### config.mk
export PLATFORM = sky130hd
export DESIGN_NAME = amux_sel
export DESIGN_NICKNAME = d
export VERILOG_FILES = /design/src/pkg/amux_pkg.sv /design/src/rtl/amux_sel.sv
export VERILOG_INCLUDE_DIRS = /design/src /design/src/pkg
export SDC_FILE = /design/constraint.sdc
export NUM_CORES = 1
export LEC_CHECK = 0
export ABC_AREA = 1
export BUFFER_PORTS_ARGS = -buffer_cell sky130_fd_sc_hd__buf_2
export CAP_MARGIN = 25
export CORE_ASPECT_RATIO = 2
export CORE_MARGIN = 4
export CORE_UTILIZATION = 52
export DETAILED_ROUTE_END_ITERATION = 7
export MAX_ROUTING_LAYER = met4
export PLACE_DENSITY = 0.89
export SYNTH_ARGS = -nofsm -noshare
export SYNTH_HDL_FRONTEND = slang
export SYNTH_SLANG_ARGS = --single-unit
### constraint.sdc
create_clock -name clock -period 2.3 [get_ports clock]
set_clock_uncertainty 0.15 [all_clocks]
set_input_delay 0.575 -clock clock [delete_from_list [all_inputs] [get_ports clock]]
set_output_delay 0.575 -clock clock [all_outputs]
set_load 0.02 [all_outputs]
### src/pkg/amux_regs.svh
// Purpose: Register offsets, field positions and reset values of the mux select block.
// Assumes: Byte addresses on a 32-bit APB bus, one aligned word per register.
// Notes:   Definitions only.
`ifndef AMUX_REGS_SVH
`define AMUX_REGS_SVH

// ----------------------------------------------------------------------------
// Register offsets
// ----------------------------------------------------------------------------
`define AMUX_OFS_GRP_SEL   8'h00
`define AMUX_OFS_CH0_SEL   8'h04
`define AMUX_OFS_SCAN      8'h08
`define AMUX_OFS_PIN_CFG   8'h0C
`define AMUX_OFS_CTRL      8'h10
`define AMUX_OFS_STATUS    8'h14

// ----------------------------------------------------------------------------
// Implemented bit masks and reset values
// ----------------------------------------------------------------------------
`define AMUX_MSK_GRP_SEL   16'h0707
`define AMUX_MSK_CH0_SEL   16'h9F9F
`define AMUX_MSK_SCAN      16'h003F
`define AMUX_MSK_PIN_CFG   16'h003F
`define AMUX_MSK_CTRL      16'h0007
`define AMUX_RST_REG       16'h0000

// ----------------------------------------------------------------------------
// Field positions
// ----------------------------------------------------------------------------
`define AMUX_GRP_POS_A     0
`define AMUX_GRP_NEG_A_LO  1
`define AMUX_GRP_POS_B     8
`define AMUX_GRP_NEG_B_LO  9
`define AMUX_CH0_POS_A_LO  0
`define AMUX_CH0_NEG_A     7
`define AMUX_CH0_POS_B_LO  8
`define AMUX_CH0_NEG_B     15
`define AMUX_CTRL_ALT      0
`define AMUX_CTRL_SCAN     1
`define AMUX_CTRL_RES      2
`define AMUX_SAMPLE_B_MAX  5'h09
`define AMUX_NEG_PIN       4'h1

`endif

### src/pkg/amux_pkg.sv
// Purpose: Types shared by the mux select block and its bench.
// Assumes: APB with 8-bit byte address and 32-bit data.
// Notes:   Offsets and field positions live in amux_regs.svh.
package amux_pkg;

  // --------------------------------------------------------------------------
  // Bus carriers
  // --------------------------------------------------------------------------
  typedef struct packed {
    logic        psel;
    logic        penable;
    logic        pwrite;
    logic [7:0]  paddr;
    logic [31:0] pwdata;
  } amux_apb_req_t;

  typedef struct packed {
    logic        pready;
    logic        pslverr;
    logic [31:0] prdata;
  } amux_apb_rsp_t;

  // --------------------------------------------------------------------------
  // Routing of one converter input
  // --------------------------------------------------------------------------
  typedef enum logic [1:0] {
    AMUX_RT_OPEN = 2'h0,
    AMUX_RT_PIN  = 2'h1,
    AMUX_RT_NREF = 2'h2,
    AMUX_RT_AGND = 2'h3
  } amux_kind_t;

  typedef struct packed {
    amux_kind_t kind;
    logic [3:0] ain;
  } amux_route_t;

  // Sample phase, one-hot.
  typedef enum logic [1:0] {
    AMUX_PH_A = 2'b01,
    AMUX_PH_B = 2'b10
  } amux_phase_t;

  // --------------------------------------------------------------------------
  // Whole state of the block
  // --------------------------------------------------------------------------
  typedef struct packed {
    logic [15:0]       grp_sel;
    logic [15:0]       ch0_sel;
    logic [15:0]       scan_mask;
    logic [15:0]       pin_cfg;
    logic [15:0]       ctrl;
    amux_phase_t       phase;
    logic [2:0]        scan_idx;
    logic [31:0]       rdata;
    amux_route_t       ch0_pos;
    amux_route_t       ch0_neg;
    amux_route_t [2:0] grp_pos;
    amux_route_t       grp_neg;
    logic              grp_en;
  } amux_state_t;

endpackage : amux_pkg

### src/rtl/amux_sel.sv
// Purpose: Input multiplexer selection for a multi-channel converter, with APB registers.
// Assumes: sample_strobe comes from converter logic on the same clock.
// Notes:   Routes are registered and follow a register write by one cycle.
//
// Contract
// - 10-bit mode, group positive bit clear routes inputs 0,1,2 to channels 1,2,3.
// - Small variant, bit set routes input 3 to channel 1, channels 2-3 open.
// - Large variant, bit set routes inputs 3,4,5 to channels 1,2,3.
// - Group negative codes 00 and 01 select the negative reference; 10, 11 reserved.
// - 12-bit mode leaves channels 1-3 unused whatever their codes.
// - Channel 0 sample B negative bit set picks input 1, else negative reference.
// - Channel 0 sample A negative bit set picks input 1, else negative reference.
// - Channel 0 sample B positive field picks input by binary value, 0 to 9.
// - Channel 0 sample A positive field picks input by value, 0-3 on small variant.
// - On large variant sample A positive reaches inputs 0 to 5.
// - Each scan mask bit includes its input in the scan when set.
// - Scanning an input absent from the package converts the negative reference.
// - Set pin bit gives digital mode, read path on, mux input at ground.
// - Clear pin bit gives analog mode, read path off, pin voltage sampled.
// - All six pin bits read and write; absent pins ignore them.
// - Unimplemented bits read zero and ignore writes.
// - All implemented fields clear at reset.
// - Resolution bit set selects single-channel 12-bit, clear four-channel 10-bit.
// - Scan enable makes channel 0 positive in sample A follow the scan.
// - Alternate mode uses sample A then sample B selects; otherwise always A.
//
// The placing of the registers and the APB interface to the registers were decided locally.
`timescale 1ns/10ps

`include "amux_regs.svh"

module amux_sel #(
  parameter int PIN_COUNT = 6
) (
  input  wire logic                    clock,
  input  wire logic                    rst_n,
  input  wire amux_pkg::amux_apb_req_t apb_req,
  output      amux_pkg::amux_apb_rsp_t apb_rsp,
  input  wire logic                    sample_strobe,
  output      amux_pkg::amux_route_t   ch0_pos_route,
  output      amux_pkg::amux_route_t   ch0_neg_route,
  output      amux_pkg::amux_route_t   ch1_pos_route,
  output      amux_pkg::amux_route_t   ch2_pos_route,
  output      amux_pkg::amux_route_t   ch3_pos_route,
  output      amux_pkg::amux_route_t   grp_neg_route,
  output      logic                    grp_enable,
  output      logic                    resolution_mode_select,
  output      logic                    sample_b_active,
  output      logic [5:0]              pin_digital_mode_mask,
  output      logic [5:0]              port_read_enable
);
  import amux_pkg::*;

  // --------------------------------------------------------------------------
  // Elaboration checks
  // --------------------------------------------------------------------------
  // Only the two package variants are served: four or six analog inputs.
  if (PIN_COUNT != 4 && PIN_COUNT != 6) begin : g_bad_pins
    $error("PIN_COUNT must be 4 or 6");
  end

  localparam logic [4:0] PIN_LIMIT = 5'(PIN_COUNT);
  localparam logic       LARGE_PKG = (PIN_COUNT == 6);

  // --------------------------------------------------------------------------
  // Helper functions
  // --------------------------------------------------------------------------
  // Routes an input index to its pin, or to the reference or ground.
  // Absent inputs see the negative reference, so their pin bits never matter.
  function automatic amux_route_t route_pin(input logic [4:0] idx,
                                            input logic [5:0] cfg);
    amux_route_t r;
    r.ain = idx[3:0];
    if (idx >= PIN_LIMIT) begin
      r.kind = AMUX_RT_NREF;
    end else if (cfg[idx[2:0]]) begin
      r.kind = AMUX_RT_AGND;
    end else begin
      r.kind = AMUX_RT_PIN;
    end
    return r;
  endfunction : route_pin

  // A fixed connection to the converter negative reference.
  function automatic amux_route_t route_ref();
    amux_route_t r;
    r.kind = AMUX_RT_NREF;
    r.ain  = 4'h0;
    return r;
  endfunction : route_ref

  // A channel input left unconnected.
  function automatic amux_route_t route_open();
    amux_route_t r;
    r.kind = AMUX_RT_OPEN;
    r.ain  = 4'h0;
    return r;
  endfunction : route_open

  // Next set mask bit above idx, wrapping; idx stays if the mask is empty.
  function automatic logic [2:0] next_scan(input logic [5:0] mask,
                                           input logic [2:0] idx);
    logic [2:0] res;
    logic [2:0] cand;
    logic       found;
    res   = idx;
    cand  = idx;
    found = 1'b0;
    for (int i = 0; i < 6; i++) begin
      cand = (cand == 3'h5) ? 3'h0 : 3'(cand + 3'h1);
      if (!found && mask[cand]) begin
        res   = cand;
        found = 1'b1;
      end
    end
    return res;
  endfunction : next_scan

  // Masked register update, so unimplemented bits never store a one.
  function automatic logic [15:0] masked(input logic [31:0] wd,
                                         input logic [15:0] msk);
    return wd[15:0] & msk;
  endfunction : masked

  // --------------------------------------------------------------------------
  // State
  // --------------------------------------------------------------------------
  amux_state_t st_q;
  amux_state_t st_d;

  // --------------------------------------------------------------------------
  // Bus decode
  // --------------------------------------------------------------------------
  logic       setup_ph;
  logic       access_ph;
  logic       hit;
  logic [7:0] addr;

  // The slave answers in the first access cycle, so pready is high in every access cycle and low otherwise.
  assign addr      = {apb_req.paddr[7:2], 2'b00};
  assign setup_ph  = apb_req.psel && !apb_req.penable;
  assign access_ph = apb_req.psel && apb_req.penable;
  assign hit       = (addr == `AMUX_OFS_GRP_SEL) || (addr == `AMUX_OFS_CH0_SEL) ||
                     (addr == `AMUX_OFS_SCAN)    || (addr == `AMUX_OFS_PIN_CFG) ||
                     (addr == `AMUX_OFS_CTRL)    || (addr == `AMUX_OFS_STATUS);

  // --------------------------------------------------------------------------
  // Next state
  // --------------------------------------------------------------------------
  logic        use_b;
  logic        res12;
  logic        scan_on;
  logic [4:0]  pos_a;
  logic [4:0]  pos_b;
  logic [4:0]  ch0_idx;
  logic        neg_in1;
  logic        grp_pos_bit;
  logic [1:0]  grp_neg_code;
  logic [5:0]  cfg6;
  logic [5:0]  mask6;
  amux_route_t r0;
  amux_route_t r1;
  amux_route_t r2;

  always_comb begin
    st_d = st_q;
    r0   = route_open();
    r1   = route_open();
    r2   = route_open();

    // Register writes land on the access edge only.
    if (access_ph && apb_req.pwrite) begin
      unique case (addr)
        `AMUX_OFS_GRP_SEL: st_d.grp_sel   = masked(apb_req.pwdata, `AMUX_MSK_GRP_SEL);
        `AMUX_OFS_CH0_SEL: st_d.ch0_sel   = masked(apb_req.pwdata, `AMUX_MSK_CH0_SEL);
        `AMUX_OFS_SCAN:    st_d.scan_mask = masked(apb_req.pwdata, `AMUX_MSK_SCAN);
        `AMUX_OFS_PIN_CFG: st_d.pin_cfg   = masked(apb_req.pwdata, `AMUX_MSK_PIN_CFG);
        `AMUX_OFS_CTRL:    st_d.ctrl      = masked(apb_req.pwdata, `AMUX_MSK_CTRL);
        default: ;
      endcase
    end

    // Read data is captured in the setup cycle and held for the access cycle.
    if (setup_ph) begin
      unique case (addr)
        `AMUX_OFS_GRP_SEL: st_d.rdata = {16'h0000, st_q.grp_sel};
        `AMUX_OFS_CH0_SEL: st_d.rdata = {16'h0000, st_q.ch0_sel};
        `AMUX_OFS_SCAN:    st_d.rdata = {16'h0000, st_q.scan_mask};
        `AMUX_OFS_PIN_CFG: st_d.rdata = {16'h0000, st_q.pin_cfg};
        `AMUX_OFS_CTRL:    st_d.rdata = {16'h0000, st_q.ctrl};
        `AMUX_OFS_STATUS:  st_d.rdata = {25'h0000000, st_q.scan_idx, 3'h0,
                                         st_q.phase == AMUX_PH_B};
        default:           st_d.rdata = 32'h00000000;
      endcase
    end

    // Sample sequencing: alternate A and B, and step the scan after a sample A.
    if (sample_strobe) begin
      unique case (st_q.phase)
        AMUX_PH_A: begin
          if (st_q.ctrl[`AMUX_CTRL_ALT]) begin
            st_d.phase = AMUX_PH_B;
          end
          if (st_q.ctrl[`AMUX_CTRL_SCAN]) begin
            st_d.scan_idx = next_scan(st_q.scan_mask[5:0], st_q.scan_idx);
          end
        end
        AMUX_PH_B: begin
          st_d.phase = AMUX_PH_A;
        end
        default: begin
          st_d.phase = AMUX_PH_A;
        end
      endcase
    end
    // Leaving alternate mode returns to sample A at once.
    if (!st_q.ctrl[`AMUX_CTRL_ALT]) begin
      st_d.phase = AMUX_PH_A;
    end
    // A scan index that the mask no longer holds moves to a held one.
    if (st_q.ctrl[`AMUX_CTRL_SCAN] && !st_q.scan_mask[st_q.scan_idx]) begin
      st_d.scan_idx = next_scan(st_q.scan_mask[5:0], st_q.scan_idx);
    end

    // Channel 0 positive input.
    use_b   = (st_q.phase == AMUX_PH_B);
    res12   = st_q.ctrl[`AMUX_CTRL_RES];
    scan_on = st_q.ctrl[`AMUX_CTRL_SCAN];
    cfg6    = st_q.pin_cfg[5:0];
    mask6   = st_q.scan_mask[5:0];
    pos_a   = st_q.ch0_sel[`AMUX_CH0_POS_A_LO +: 5];
    pos_b   = st_q.ch0_sel[`AMUX_CH0_POS_B_LO +: 5];
    if (use_b) begin
      ch0_idx = (pos_b > `AMUX_SAMPLE_B_MAX) ? 5'h1F : pos_b;
    end else if (scan_on) begin
      ch0_idx = {2'b00, st_q.scan_idx};
    end else begin
      ch0_idx = pos_a;
    end
    if (!use_b && scan_on && mask6 == 6'h00) begin
      st_d.ch0_pos = route_ref();
    end else begin
      st_d.ch0_pos = route_pin(ch0_idx, cfg6);
    end

    // Channel 0 negative input.
    neg_in1 = use_b ? st_q.ch0_sel[`AMUX_CH0_NEG_B]
                    : st_q.ch0_sel[`AMUX_CH0_NEG_A];
    if (neg_in1) begin
      st_d.ch0_neg = route_pin({1'b0, `AMUX_NEG_PIN}, cfg6);
    end else begin
      st_d.ch0_neg = route_ref();
    end

    // Channels 1 to 3.
    grp_pos_bit  = use_b ? st_q.grp_sel[`AMUX_GRP_POS_B]
                         : st_q.grp_sel[`AMUX_GRP_POS_A];
    grp_neg_code = use_b ? st_q.grp_sel[`AMUX_GRP_NEG_B_LO +: 2]
                         : st_q.grp_sel[`AMUX_GRP_NEG_A_LO +: 2];
    if (!grp_pos_bit) begin
      r0 = route_pin(5'h00, cfg6);
      r1 = route_pin(5'h01, cfg6);
      r2 = route_pin(5'h02, cfg6);
    end else if (LARGE_PKG) begin
      r0 = route_pin(5'h03, cfg6);
      r1 = route_pin(5'h04, cfg6);
      r2 = route_pin(5'h05, cfg6);
    end else begin
      r0 = route_pin(5'h03, cfg6);
    end
    if (res12) begin
      // Every code is reserved here, so the group stays disconnected.
      st_d.grp_en  = 1'b0;
      st_d.grp_pos = {route_open(), route_open(), route_open()};
      st_d.grp_neg = route_open();
    end else begin
      st_d.grp_en  = 1'b1;
      st_d.grp_pos = {r2, r1, r0};
      st_d.grp_neg = grp_neg_code[1] ? route_open() : route_ref();
    end
  end

  // --------------------------------------------------------------------------
  // State register
  // --------------------------------------------------------------------------
  // Every field but the phase, which loads sample A, clears at reset, including the registered routes.
  always_ff @(posedge clock or negedge rst_n) begin
    if (!rst_n) begin
      st_q.grp_sel   <= `AMUX_RST_REG;
      st_q.ch0_sel   <= `AMUX_RST_REG;
      st_q.scan_mask <= `AMUX_RST_REG;
      st_q.pin_cfg   <= `AMUX_RST_REG;
      st_q.ctrl      <= `AMUX_RST_REG;
      st_q.phase     <= AMUX_PH_A;
      st_q.scan_idx  <= 3'h0;
      st_q.rdata     <= 32'h00000000;
      st_q.ch0_pos   <= '0;
      st_q.ch0_neg   <= '0;
      st_q.grp_pos   <= '0;
      st_q.grp_neg   <= '0;
      st_q.grp_en    <= 1'b0;
    end else begin
      st_q <= st_d;
    end
  end

  // --------------------------------------------------------------------------
  // Outputs
  // --------------------------------------------------------------------------
  // Unmapped addresses answer with pslverr and read zero.
  always_comb begin
    apb_rsp.pready  = access_ph;
    apb_rsp.pslverr = access_ph && !hit;
    apb_rsp.prdata  = st_q.rdata;
  end

  // Pin mode follows the stored bits; absent pins are driven but unused.
  assign ch0_pos_route          = st_q.ch0_pos;
  assign ch0_neg_route          = st_q.ch0_neg;
  assign ch1_pos_route          = st_q.grp_pos[0];
  assign ch2_pos_route          = st_q.grp_pos[1];
  assign ch3_pos_route          = st_q.grp_pos[2];
  assign grp_neg_route          = st_q.grp_neg;
  assign grp_enable             = st_q.grp_en;
  assign resolution_mode_select = st_q.ctrl[`AMUX_CTRL_RES];
  assign sample_b_active        = (st_q.phase == AMUX_PH_B);
  assign pin_digital_mode_mask  = st_q.pin_cfg[5:0];
  assign port_read_enable       = st_q.pin_cfg[5:0];

endmodule : amux_sel

==> results of run 1 <==
==> layout make-up <==
class	instances	area [µm²]	area share, %
clock inverters	4	72.57	1.602
repair buffers	94	523.0	11.55
clock buffers	12	256.5	5.663
multi-input cells	337	1639	36.19
well taps	94	117.6	2.597
inverters	64	240.2	5.304
flip-flops and latches	67	1680	37.10
==> state kept, by name, summed over array words and instances, names as in the netlist <==
signal / count
pos_b: 5
mask6: 6
ch1_pos_route: 2
pos_a: 5
resolution_mode_select: 1
grp_neg_route: 1
ch3_pos_route: 2
ch0_pos_route: 6
ch2_pos_route: 2
st_q: 14
apb_rsp: 14
scan_on: 1
ch0_neg_route: 2
pin_digital_mode_mask: 6
==> cell usage in the layout, fill, tap and decap left out, drive strengths merged <==
cell type	count
nand3	31
a31oi	1
clkinv	1
mux2	2
o31ai	5
nor3	3
or2	2
dfrtp	66
o32ai	1
nand2	131
bufinv	2
buf	94
o22ai	11
xor2	1
a22oi	3
clkbuf	12
nor4	2
a21oi	13
conb	31
o2111ai	1
o21ai	46
dfstp	1
nor2	39
inv	64
clkinvlp	1
nand4	10
o211ai	2
a211oi	2
==> how the worst max path moves through the flow <==
stage / from / to / depth (start not counted)
after global routing: st_q[69]$_DFFE_PN0P_ / st_q[69]$_DFFE_PN0P_ / 9
after global placement: st_q[69]$_DFFE_PN0P_ / st_q[69]$_DFFE_PN0P_ / 10
final: apb_req[37] / apb_rsp[32] / 7
after detailed placement: st_q[69]$_DFFE_PN0P_ / st_q[71]$_DFFE_PN0P_ / 11
after floorplan: apb_req[39] / apb_rsp[32] / 6
after CTS: st_q[69]$_DFFE_PN0P_ / st_q[71]$_DFFE_PN0P_ / 11
==> worst reg2reg max path, cell delays in order (launching register included) <==
cell and delay, ps:
dfrtp_1 430, or2_1 230, a21oi_1 130, nand2_1 140, o21ai_1 400, inv_1 160, nand2_1 90, a21oi_1 60
o21ai_1 140, nand3_1 100
==> metal layers <==
layer	track usage (%)	vias up	wire [µm]
li1	-	1685	-
met1	22.85	1643	3493
met2	41.99	149	5899
met3	4.003	51	501
met4	15.59	0	710
met5	-	-	0
==> kinds of logic (layout without fill, tap and decap cells) <==
group                  count (synthesis)  after routing  share of synthesized area, %
AO/OA/AOI/OAI                         85             85                         11.84
XOR/XNOR                               1              1                        0.2137
buffers and inverters                155            174                         21.83
flip-flops                            67             67                         40.93
multiplexers                           2              2                        0.5494
other                                  1             31                       0.09149
AND/OR/NAND/NOR                      218            218                         24.54
==> per-stage QoR <==
step	worst slack [ps]	util, %
floorplan	288.5	-
global placement	107.6	54.82
detailed placement	63.15	54.82
CTS	47.11	59.12
global route	7.769	59.15
finish	104.8	59.15
==> where the power goes <==
group / total [mW] / internal (mW) / switching (mW)
clock network: 1.47 / 1.00 / 0.470
logic: 1.17 / 0.363 / 0.806
registers: 1.36 / 1.25 / 0.107
==> timing repair <==
action / 4_1_cts / 5_1_grt
hold buffers: 0 / 0
resized for setup: 0 / 3
setup endpoints to repair: 0 / 3
==> results by group, run 1 <==
Synthesis
  • Post-synth top area share: 40.29%
  • Syn Inst Count: 529
  • Sequential area share after synthesis: 40.93%
  • Post-synthesis cell area: 0.004099 mm²
  • Commonest cells post-synth: nand2_1 (121), buf_4 (81), dfrtp_1 (66), inv_1 (60), o21ai_0 (41)
  • Synth cell types: 38
  • Synth warnings: 0
  • Post-synth EDFFs: 0
  • Synth top area cells: dfrtp_1 (40%), buf_4 (15%), nand2_1 (11%)
  • Synth Flop Type: dfrtp_1
  • Share of flip-flops with an asynchronous set or reset: 100.0%
  • Seq cells post-synth: 67
  • Dominant cell type by area after synthesis: dfrtp_1
  • Most numerous cell in the Yosys netlist: nand2_1
  • Synth Area per Inst: 7.748 µm²

STA
  • Rel. slew slack: 59.17%
  • Period minus WS final: 2195 ps
  • Setup TNS: 0 ps
  • Total count of hold-check failures in the final report: 0
  • # setup viols final: 0
  • RSZ-0062 raised after global routing: false
  • Fmax: 0.4555 GHz
  • Worst hold slack: 93.09 ps
  • Final Cycle Share: 95.45%
  • Slew Limit Fails: 0
  • Worst Tran Pin Value: 611.8 ps

Floorplan
  • DIE WIDTH: 70.78 µm
  • Die Area: 0.009453 mm²
  • Die height: 133.6 µm
  • Starting density of the core: 53.53%
  • IO Count: 131
  • Core Rows: 45
  • Core ar.: 0.007657 mm²

Power
  • PwrDens: 884.3 mW/mm²
  • Worst VDD drop: 0.5553 mV
  • Static Leakage: 2.452 nW
  • Power, Total: 4.005 mW

Global route
  • Vias in the first global route: 3,438
  • Initial antenna violation count: 0
  • First-pass GRT wire length: 16.88 mm
  • Largest net degree at the start of global routing: 68
  • GR Overflow Total: 0
  • Aggregate global-route resource usage: 23.67%

Worst setup path
  • Data required, critical path: 1570 ps
  • Worst setup EP type: primary output
  • WP data arrival: 1470 ps
  • Buffer and inverter count on the worst path: 3
  • Worst reg2reg setup slack: 150 ps
  • Reg2reg end: ch0_pos_route[5]$_DFF_PN0_
  • Launching point of the worst reg2reg path: pos_b[2]$_DFFE_PN0P_
  • Delay of the slowest cell on the worst path: 320 ps
  • Startpoint type of the worst setup path: input pin
  • Crit path cell chain: buf_2 -> or2_2 -> inv_1 -> nand2_1 -> nand3_1 -> nor2_1 -> buf_2
  • Reg2Reg Depth: 9
  • Worst setup path class: in2out
  • Cell mode on critical path: buf_2
  • Critical path peak fanout: 4
  • CP max-delay cell: or2_2
  • Worst path top cell family by delay: simple AND/OR/NAND/NOR gates

Layout
  • Post-Layout Cell Count: 672
  • ANT cells: 0
  • Fill cells: 718
  • Synth-to-Final Area Change: 10.50%
  • Layout net count: 619
  • Share of cells above drive strength 1: 24.57%
  • Final Cell Area: 0.004529 mm²

Routing
  • DR vias/cell: 5.250
  • Post-Route WL: 10.61 mm
  • Starting DRT DRC Count: 219
  • DRC Markers: 0
  • Post-route ant nets: 0
  • Total number of vias: 3,528
  • Average wire per standard cell: 15.78 µm
  • DR pass1 iterations: 5

Place
  • Final HPWL from detailed placement: 8.452 mm
  • # port buffers: 78
  • Gpl congestion: 0.9744
  • Post-Place Cells: 656
  • DP Area: 0.004198 mm²

Clocking
  • CTS buffer count: 9
  • Clk sinks: 67
  • CTS max path bufs: 2
  • Clock slew at reported path FFs: 50 ps
  • CTS tree: done
  • Post-CTS Setup Inserts: 0
  • Clk root buf: clkbuf_16
  • H-Tree Level Count: 3
  • Worst-skew pair later-pin latency: 330 ps

Job
  • Max Cap Viol: 0

Run status
  • Status: complete, no violations

Worst hold path
  • Hold crit path type: in2async
Note: power is estimated with default switching activity, not from simulation.
==> run 2, diff against run 1 <==
--- a/config.mk
+++ b/config.mk
@@ -14,7 +14,7 @@
 export CORE_UTILIZATION = 52
 export DETAILED_ROUTE_END_ITERATION = 7
 export MAX_ROUTING_LAYER = met4
-export PLACE_DENSITY = 0.89
+export PLACE_DENSITY = 0.79
 export SYNTH_ARGS = -nofsm -noshare
 export SYNTH_HDL_FRONTEND = slang
 export SYNTH_SLANG_ARGS = --single-unit
==> run 2 against run 1 <==
Net effect: sequential share of layout area grew 0.37 points; worst hold slack better by 8.2 ps; die area unchanged; via count is 3.3% lower; highest routed layer unchanged; clock power shrank 14%.
==> results by group, run 2 (synthesized netlist as in run 1, its figures left out) <==
Worst setup path
  • Data required, critical path: 1570 ps
  • Delay of the slowest cell on the worst path: 310 ps
  • Worst setup path class: in2out
  • Cell mode on critical path: buf_2
  • Reg2Reg Depth: 8
  • Critical path peak fanout: 4
  • Crit path cell chain: buf_2 -> or2_2 -> inv_1 -> nand2_1 -> nand3_1 -> nor2_1 -> buf_2
  • Worst setup EP type: primary output
  • WP data arrival: 1460 ps
  • CP max-delay cell: or2_2
  • Startpoint type of the worst setup path: input pin

STA
  • Final Cycle Share: 95.05%
  • RSZ-0062 raised after global routing: false
  • Fmax: 0.4574 GHz
  • Total count of hold-check failures in the final report: 0
  • Worst Tran Pin Value: 589.7 ps
  • Period minus WS final: 2186 ps
  • Rel. slew slack: 60.32%
  • Setup TNS: 0 ps
  • Slew Limit Fails: 0
  • # setup viols final: 0

Power
  • Worst VDD drop: 0.7285 mV
  • PwrDens: 849.7 mW/mm²
  • Power, Total: 3.810 mW
  • Static Leakage: 2.426 nW

Clocking
  • Post-CTS Setup Inserts: 0
  • Clock slew at reported path FFs: 50 ps
  • CTS tree: done
  • CTS max path bufs: 2
  • H-Tree Level Count: 3
  • Clk sinks: 67
  • Clk root buf: clkbuf_16
  • CTS buffer count: 9
  • Worst-skew pair later-pin latency: 330 ps

Layout
  • Layout net count: 619
  • ANT cells: 0
  • Commonest non-fill, non-tap cell in the layout: nand2_1
  • Share of cells above drive strength 1: 24.74%
  • Post-Route Utilization: 58.56%
  • Highest-count cells in the layout ignoring fill and taps: nand2_1 (121), buf_2 (78), dfrtp_1 (64)
  • Synth-to-Final Area Change: 9.402%

Floorplan
  • Core Rows: 45
  • IO Count: 131
  • Starting density of the core: 53.53%
  • DIE WIDTH: 70.78 µm
  • Die Area: 0.009453 mm²
  • Core ar.: 0.007657 mm²
  • Die height: 133.6 µm

Routing
  • DR pass1 iterations: 6
  • DRC Markers: 0
  • Starting DRT DRC Count: 183
  • Average wire per standard cell: 15.62 µm
  • Total number of vias: 3,412
  • Post-route ant nets: 0
  • Post-Route WL: 10.50 mm
  • DR vias/cell: 5.077

Job
  • Max Cap Viol: 0

Global route
  • First-pass GRT wire length: 17.05 mm
  • Initial antenna violation count: 0
  • Largest net degree at the start of global routing: 68
  • Vias in the first global route: 3,597
  • GR Overflow Total: 0
  • Aggregate global-route resource usage: 23.83%

Place
  • Final HPWL from detailed placement: 8.455 mm
  • Gpl congestion: 0.9439
  • # port buffers: 78

Worst hold path
  • Hold crit path type: in2async

Run status
  • Status: complete, no violations
[run 2: cell types whose count changed in the layout (fill, tap and decap cells not counted)]
| cell | delta |
|---|---|
| bufinv_16 | -2 |
| clkinv_2 | +1 |
| clkinvlp_4 | +1 |
| nor2_1 | -1 |
| nor2_2 | +1 |
[run 2: layout make-up]
type,count,area [µm²]
fill,758,3173
sequential,67,1680
multi-input combinational,337,1642
timing repair buffer,94,523.0
clock buffer,12,256.5
inverter,64,240.2
tap,94,117.6
clock inverter,4,25.02
[run 2: metal layers]
| layer | GRT usage (%) | wire length (µm) | vias up |
|---|---|---|---|
| li1 | - | - | 1681 |
| met1 | 21.65 | 3471 | 1583 |
| met2 | 41.88 | 5768 | 107 |
| met3 | 4.683 | 477 | 41 |
| met4 | 18.51 | 779 | 0 |
| met5 | - | 0 | - |
[run 2: critical path: cells and delay by family]
family | cells | cell delay (ps)
and+or+nand+nor | 4 | 520
buffers and inverters | 3 | 360
[run 2: final timing paths]
check | endpoint | slack (ps) | start
max in group asynchronous | st_q[71]$_DFFE_PN0P_ | 1570 | rst_n
setup reg to reg | st_q[69]$_DFFE_PN0P_ | 140 | st_q[69]$_DFFE_PN0P_
min in group clock | apb_rsp[0]$_DFFE_PN0P_ | 330 | apb_rsp[0]$_DFFE_PN0P_
hold / removal | apb_rsp[12]$_DFFE_PN0P_ | 100 | rst_n
setup / recovery | apb_rsp[32] | 110 | apb_req[37]
hold reg to reg | apb_rsp[0]$_DFFE_PN0P_ | 330 | apb_rsp[0]$_DFFE_PN0P_
[run 2: power breakdown]
| group | switching (mW) | total (mW) | leakage [nW] | internal [mW] |
|---|---|---|---|---|
| clock | 0.479 | 1.26 | 0.135 | 0.783 |
| sequential | 0.0875 | 1.34 | 0.880 | 1.25 |
| combinational | 0.832 | 1.21 | 1.41 | 0.374 |
[run 2: timing repair]
item,4_1_cts,5_1_grt
hold buffers,0,0
gates resized for setup,0,4
endpoints found under the setup margin,0,4
endpoints found under the hold margin,0,0
[run 2: metrics by stage]
stage	instance area (µm²)	cells	hold WS (ps)	worst slack (ps)
2_1_floorplan	4212	559	129.4	288.5
3_3_place_gp	4198	656	310.3	66.88
3_5_place_dp	4198	656	314.6	31.00
4_1_cts	4479	672	125.0	23.76
5_1_grt	4484	672	127.0	43.90
6_report	4484	672	101.3	113.7
==> run 3, diff against run 2 <==
--- a/config.mk
+++ b/config.mk
@@ -12,9 +12,10 @@
 export CORE_ASPECT_RATIO = 2
 export CORE_MARGIN = 4
 export CORE_UTILIZATION = 52
+export CTS_CLUSTER_DIAMETER = 30
 export DETAILED_ROUTE_END_ITERATION = 7
-export MAX_ROUTING_LAYER = met4
 export PLACE_DENSITY = 0.79
+export SETUP_SLACK_MARGIN = 0.5
 export SYNTH_ARGS = -nofsm -noshare
 export SYNTH_HDL_FRONTEND = slang
 export SYNTH_SLANG_ARGS = --single-unit
==> run 3 against run 2 <==
Net effect: wire length increased by 27%; worst setup slack better by 110 ps; clock-buffer cell count fell by 3; cell area up 21%; register-to-register slack better by 160 ps; largest cell class is now multi-input combinational cells.
==> results by group, run 3 (synthesized netlist as in run 1, its figures left out) <==
Worst setup path
  • WP data arrival: 1350 ps
  • Delay of the slowest cell on the worst path: 160 ps
  • Crit path cell chain: buf_2 -> nor2_4 -> nand3_2 -> nand3_2 -> nor2_4 -> buf_6
  • Reg2reg end: st_q[69]$_DFFE_PN0P_
  • Buffer and inverter count on the worst path: 2
  • Data required, critical path: 1570 ps
  • Launching point of the worst reg2reg path: st_q[71]$_DFFE_PN0P_
  • Critical path peak fanout: 4
  • Worst reg2reg setup slack: 300 ps
  • Worst setup path class: in2out
  • Worst setup EP type: primary output
  • Startpoint type of the worst setup path: input pin
  • Worst path top cell family by delay: simple AND/OR/NAND/NOR gates
  • CP max-delay cell: buf_2
  • Reg2Reg Depth: 9

STA
  • # setup viols final: 0
  • Worst Tran Pin Value: 788.6 ps
  • Slew Limit Fails: 0
  • Fmax: 0.4823 GHz
  • Period minus WS final: 2074 ps
  • Total count of hold-check failures in the final report: 0
  • Final Cycle Share: 90.15%
  • Rel. slew slack: 47.37%
  • Setup TNS: 0 ps
  • RSZ-0062 raised after global routing: true

Floorplan
  • IO Count: 131
  • Core ar.: 0.007657 mm²
  • Starting density of the core: 53.53%
  • DIE WIDTH: 70.78 µm
  • Core Rows: 45
  • Die height: 133.6 µm
  • Die Area: 0.009453 mm²

Clocking
  • CTS max path bufs: 2
  • Clock slew at reported path FFs: 60 ps
  • Hold Buf Count CTS: 0
  • CTS buffer count: 9
  • Worst-skew pair later-pin latency: 350 ps
  • Clk sinks: 67
  • CTS tree: done
  • Clk root buf: clkbuf_16
  • H-Tree Level Count: 3

Place
  • Gpl congestion: 0.9506
  • Post-Place Cells: 651
  • DP Area: 0.004198 mm²
  • # port buffers: 78
  • Final HPWL from detailed placement: 7.892 mm

Layout
  • Final Cell Area: 0.005446 mm²
  • Commonest non-fill, non-tap cell in the layout: nand2_1
  • Synth-to-Final Area Change: 32.88%
  • Fill cells: 524
  • Highest-count cells in the layout ignoring fill and taps: nand2_1 (89), buf_2 (71), dfrtp_1 (62)
  • Share of cells above drive strength 1: 45.25%
  • Post-Layout Cell Count: 715
  • Layout net count: 662
  • ANT cells: 0

Routing
  • Starting DRT DRC Count: 306
  • DR pass1 iterations: 7
  • Total number of vias: 4,107
  • Post-Route WL: 13.33 mm
  • DR vias/cell: 5.744
  • DRC Markers: 0
  • Average wire per standard cell: 18.65 µm
  • Post-route ant nets: 0

Power
  • Power, Total: 4.666 mW
  • PwrDens: 856.7 mW/mm²
  • Static Leakage: 2.816 nW
  • Worst VDD drop: 0.7636 mV

Global route
  • Largest net degree at the start of global routing: 68
  • Vias in the first global route: 3,808
  • Aggregate global-route resource usage: 24.12%
  • Initial antenna violation count: 0
  • First-pass GRT wire length: 17.98 mm
  • GR Overflow Total: 0

Worst hold path
  • Hold crit path type: in2async

Job
  • Max Cap Viol: 0

Run status
  • Status: complete, no violations
## run 3: cell types whose count changed in the layout (fill, tap and decap cells not counted), sizes merged
cell,change
clkinvlp,-2
bufinv,+3
inv,+2
nand2,+2
buf,+41
clkbuf,-3
## run 3: what timing repair did
action                                 4_1_cts  5_1_grt
resized for setup                           61      106
setup endpoints to repair                   15       50
setup buffers                               29       17
gates cloned                                 0        2
endpoints found under the hold margin        0        0
pin swaps                                   17       22
## run 3: worst max path at each step
stage,from,to,slack (ps),cells past startpoint
3_5_place_dp,st_q[69]$_DFFE_PN0P_,st_q[69]$_DFFE_PN0P_,70,10
6_report,apb_req[35],apb_rsp[32],230,6
3_3_place_gp,st_q[69]$_DFFE_PN0P_,st_q[69]$_DFFE_PN0P_,120,10
5_1_grt,st_q[69]$_DFFE_PN0P_,st_q[70]$_DFFE_PN0P_,190,11
4_1_cts,apb_req[36],apb_rsp[32],310,7
2_1_floorplan,apb_req[34],apb_rsp[32],440,7
## run 3: layout make-up
class	instances	area, µm²	area share, %
multi-input combinational	339	2087	38.32
sequential	67	1683	30.90
timing repair buffer	135	947.2	17.39
inverter	64	262.8	4.824
clock buffer	9	225.2	4.135
clock inverter	7	123.9	2.274
tap	94	117.6	2.159
## run 3: per-stage QoR
| stage | hold WS, ps | utilization, % | setup WS, ps |
|---|---|---|---|
| after global placement | 311.6 | 54.82 | 123.4 |
| after detailed placement | 314.2 | 54.82 | 65.91 |
| after floorplan | 129.4 | - | 441.8 |
| final | 87.96 | 71.13 | 226.5 |
| after CTS | 113.0 | 64.85 | 308.2 |
| after global routing | 117.8 | 71.13 | 190.1 |
## run 3: report_power, final
part / internal (mW) / leakage [nW] / switching, mW
logic: 0.633 / 1.77 / 1.05
clock network: 1.07 / 0.172 / 0.556
registers: 1.25 / 0.878 / 0.105
total: 2.96 / 2.82 / 1.71
## run 3: metal layers
layer	track usage, %	routed length [µm]	vias to the layer above	part of all wire (%)
li1	-	-	1775	-
met2	43.12	7052	311	53
met5	0	0	-	0
met3	4.305	1119	101	8.4
met1	23.77	4003	1920	30
met4	18.41	1160	0	8.7
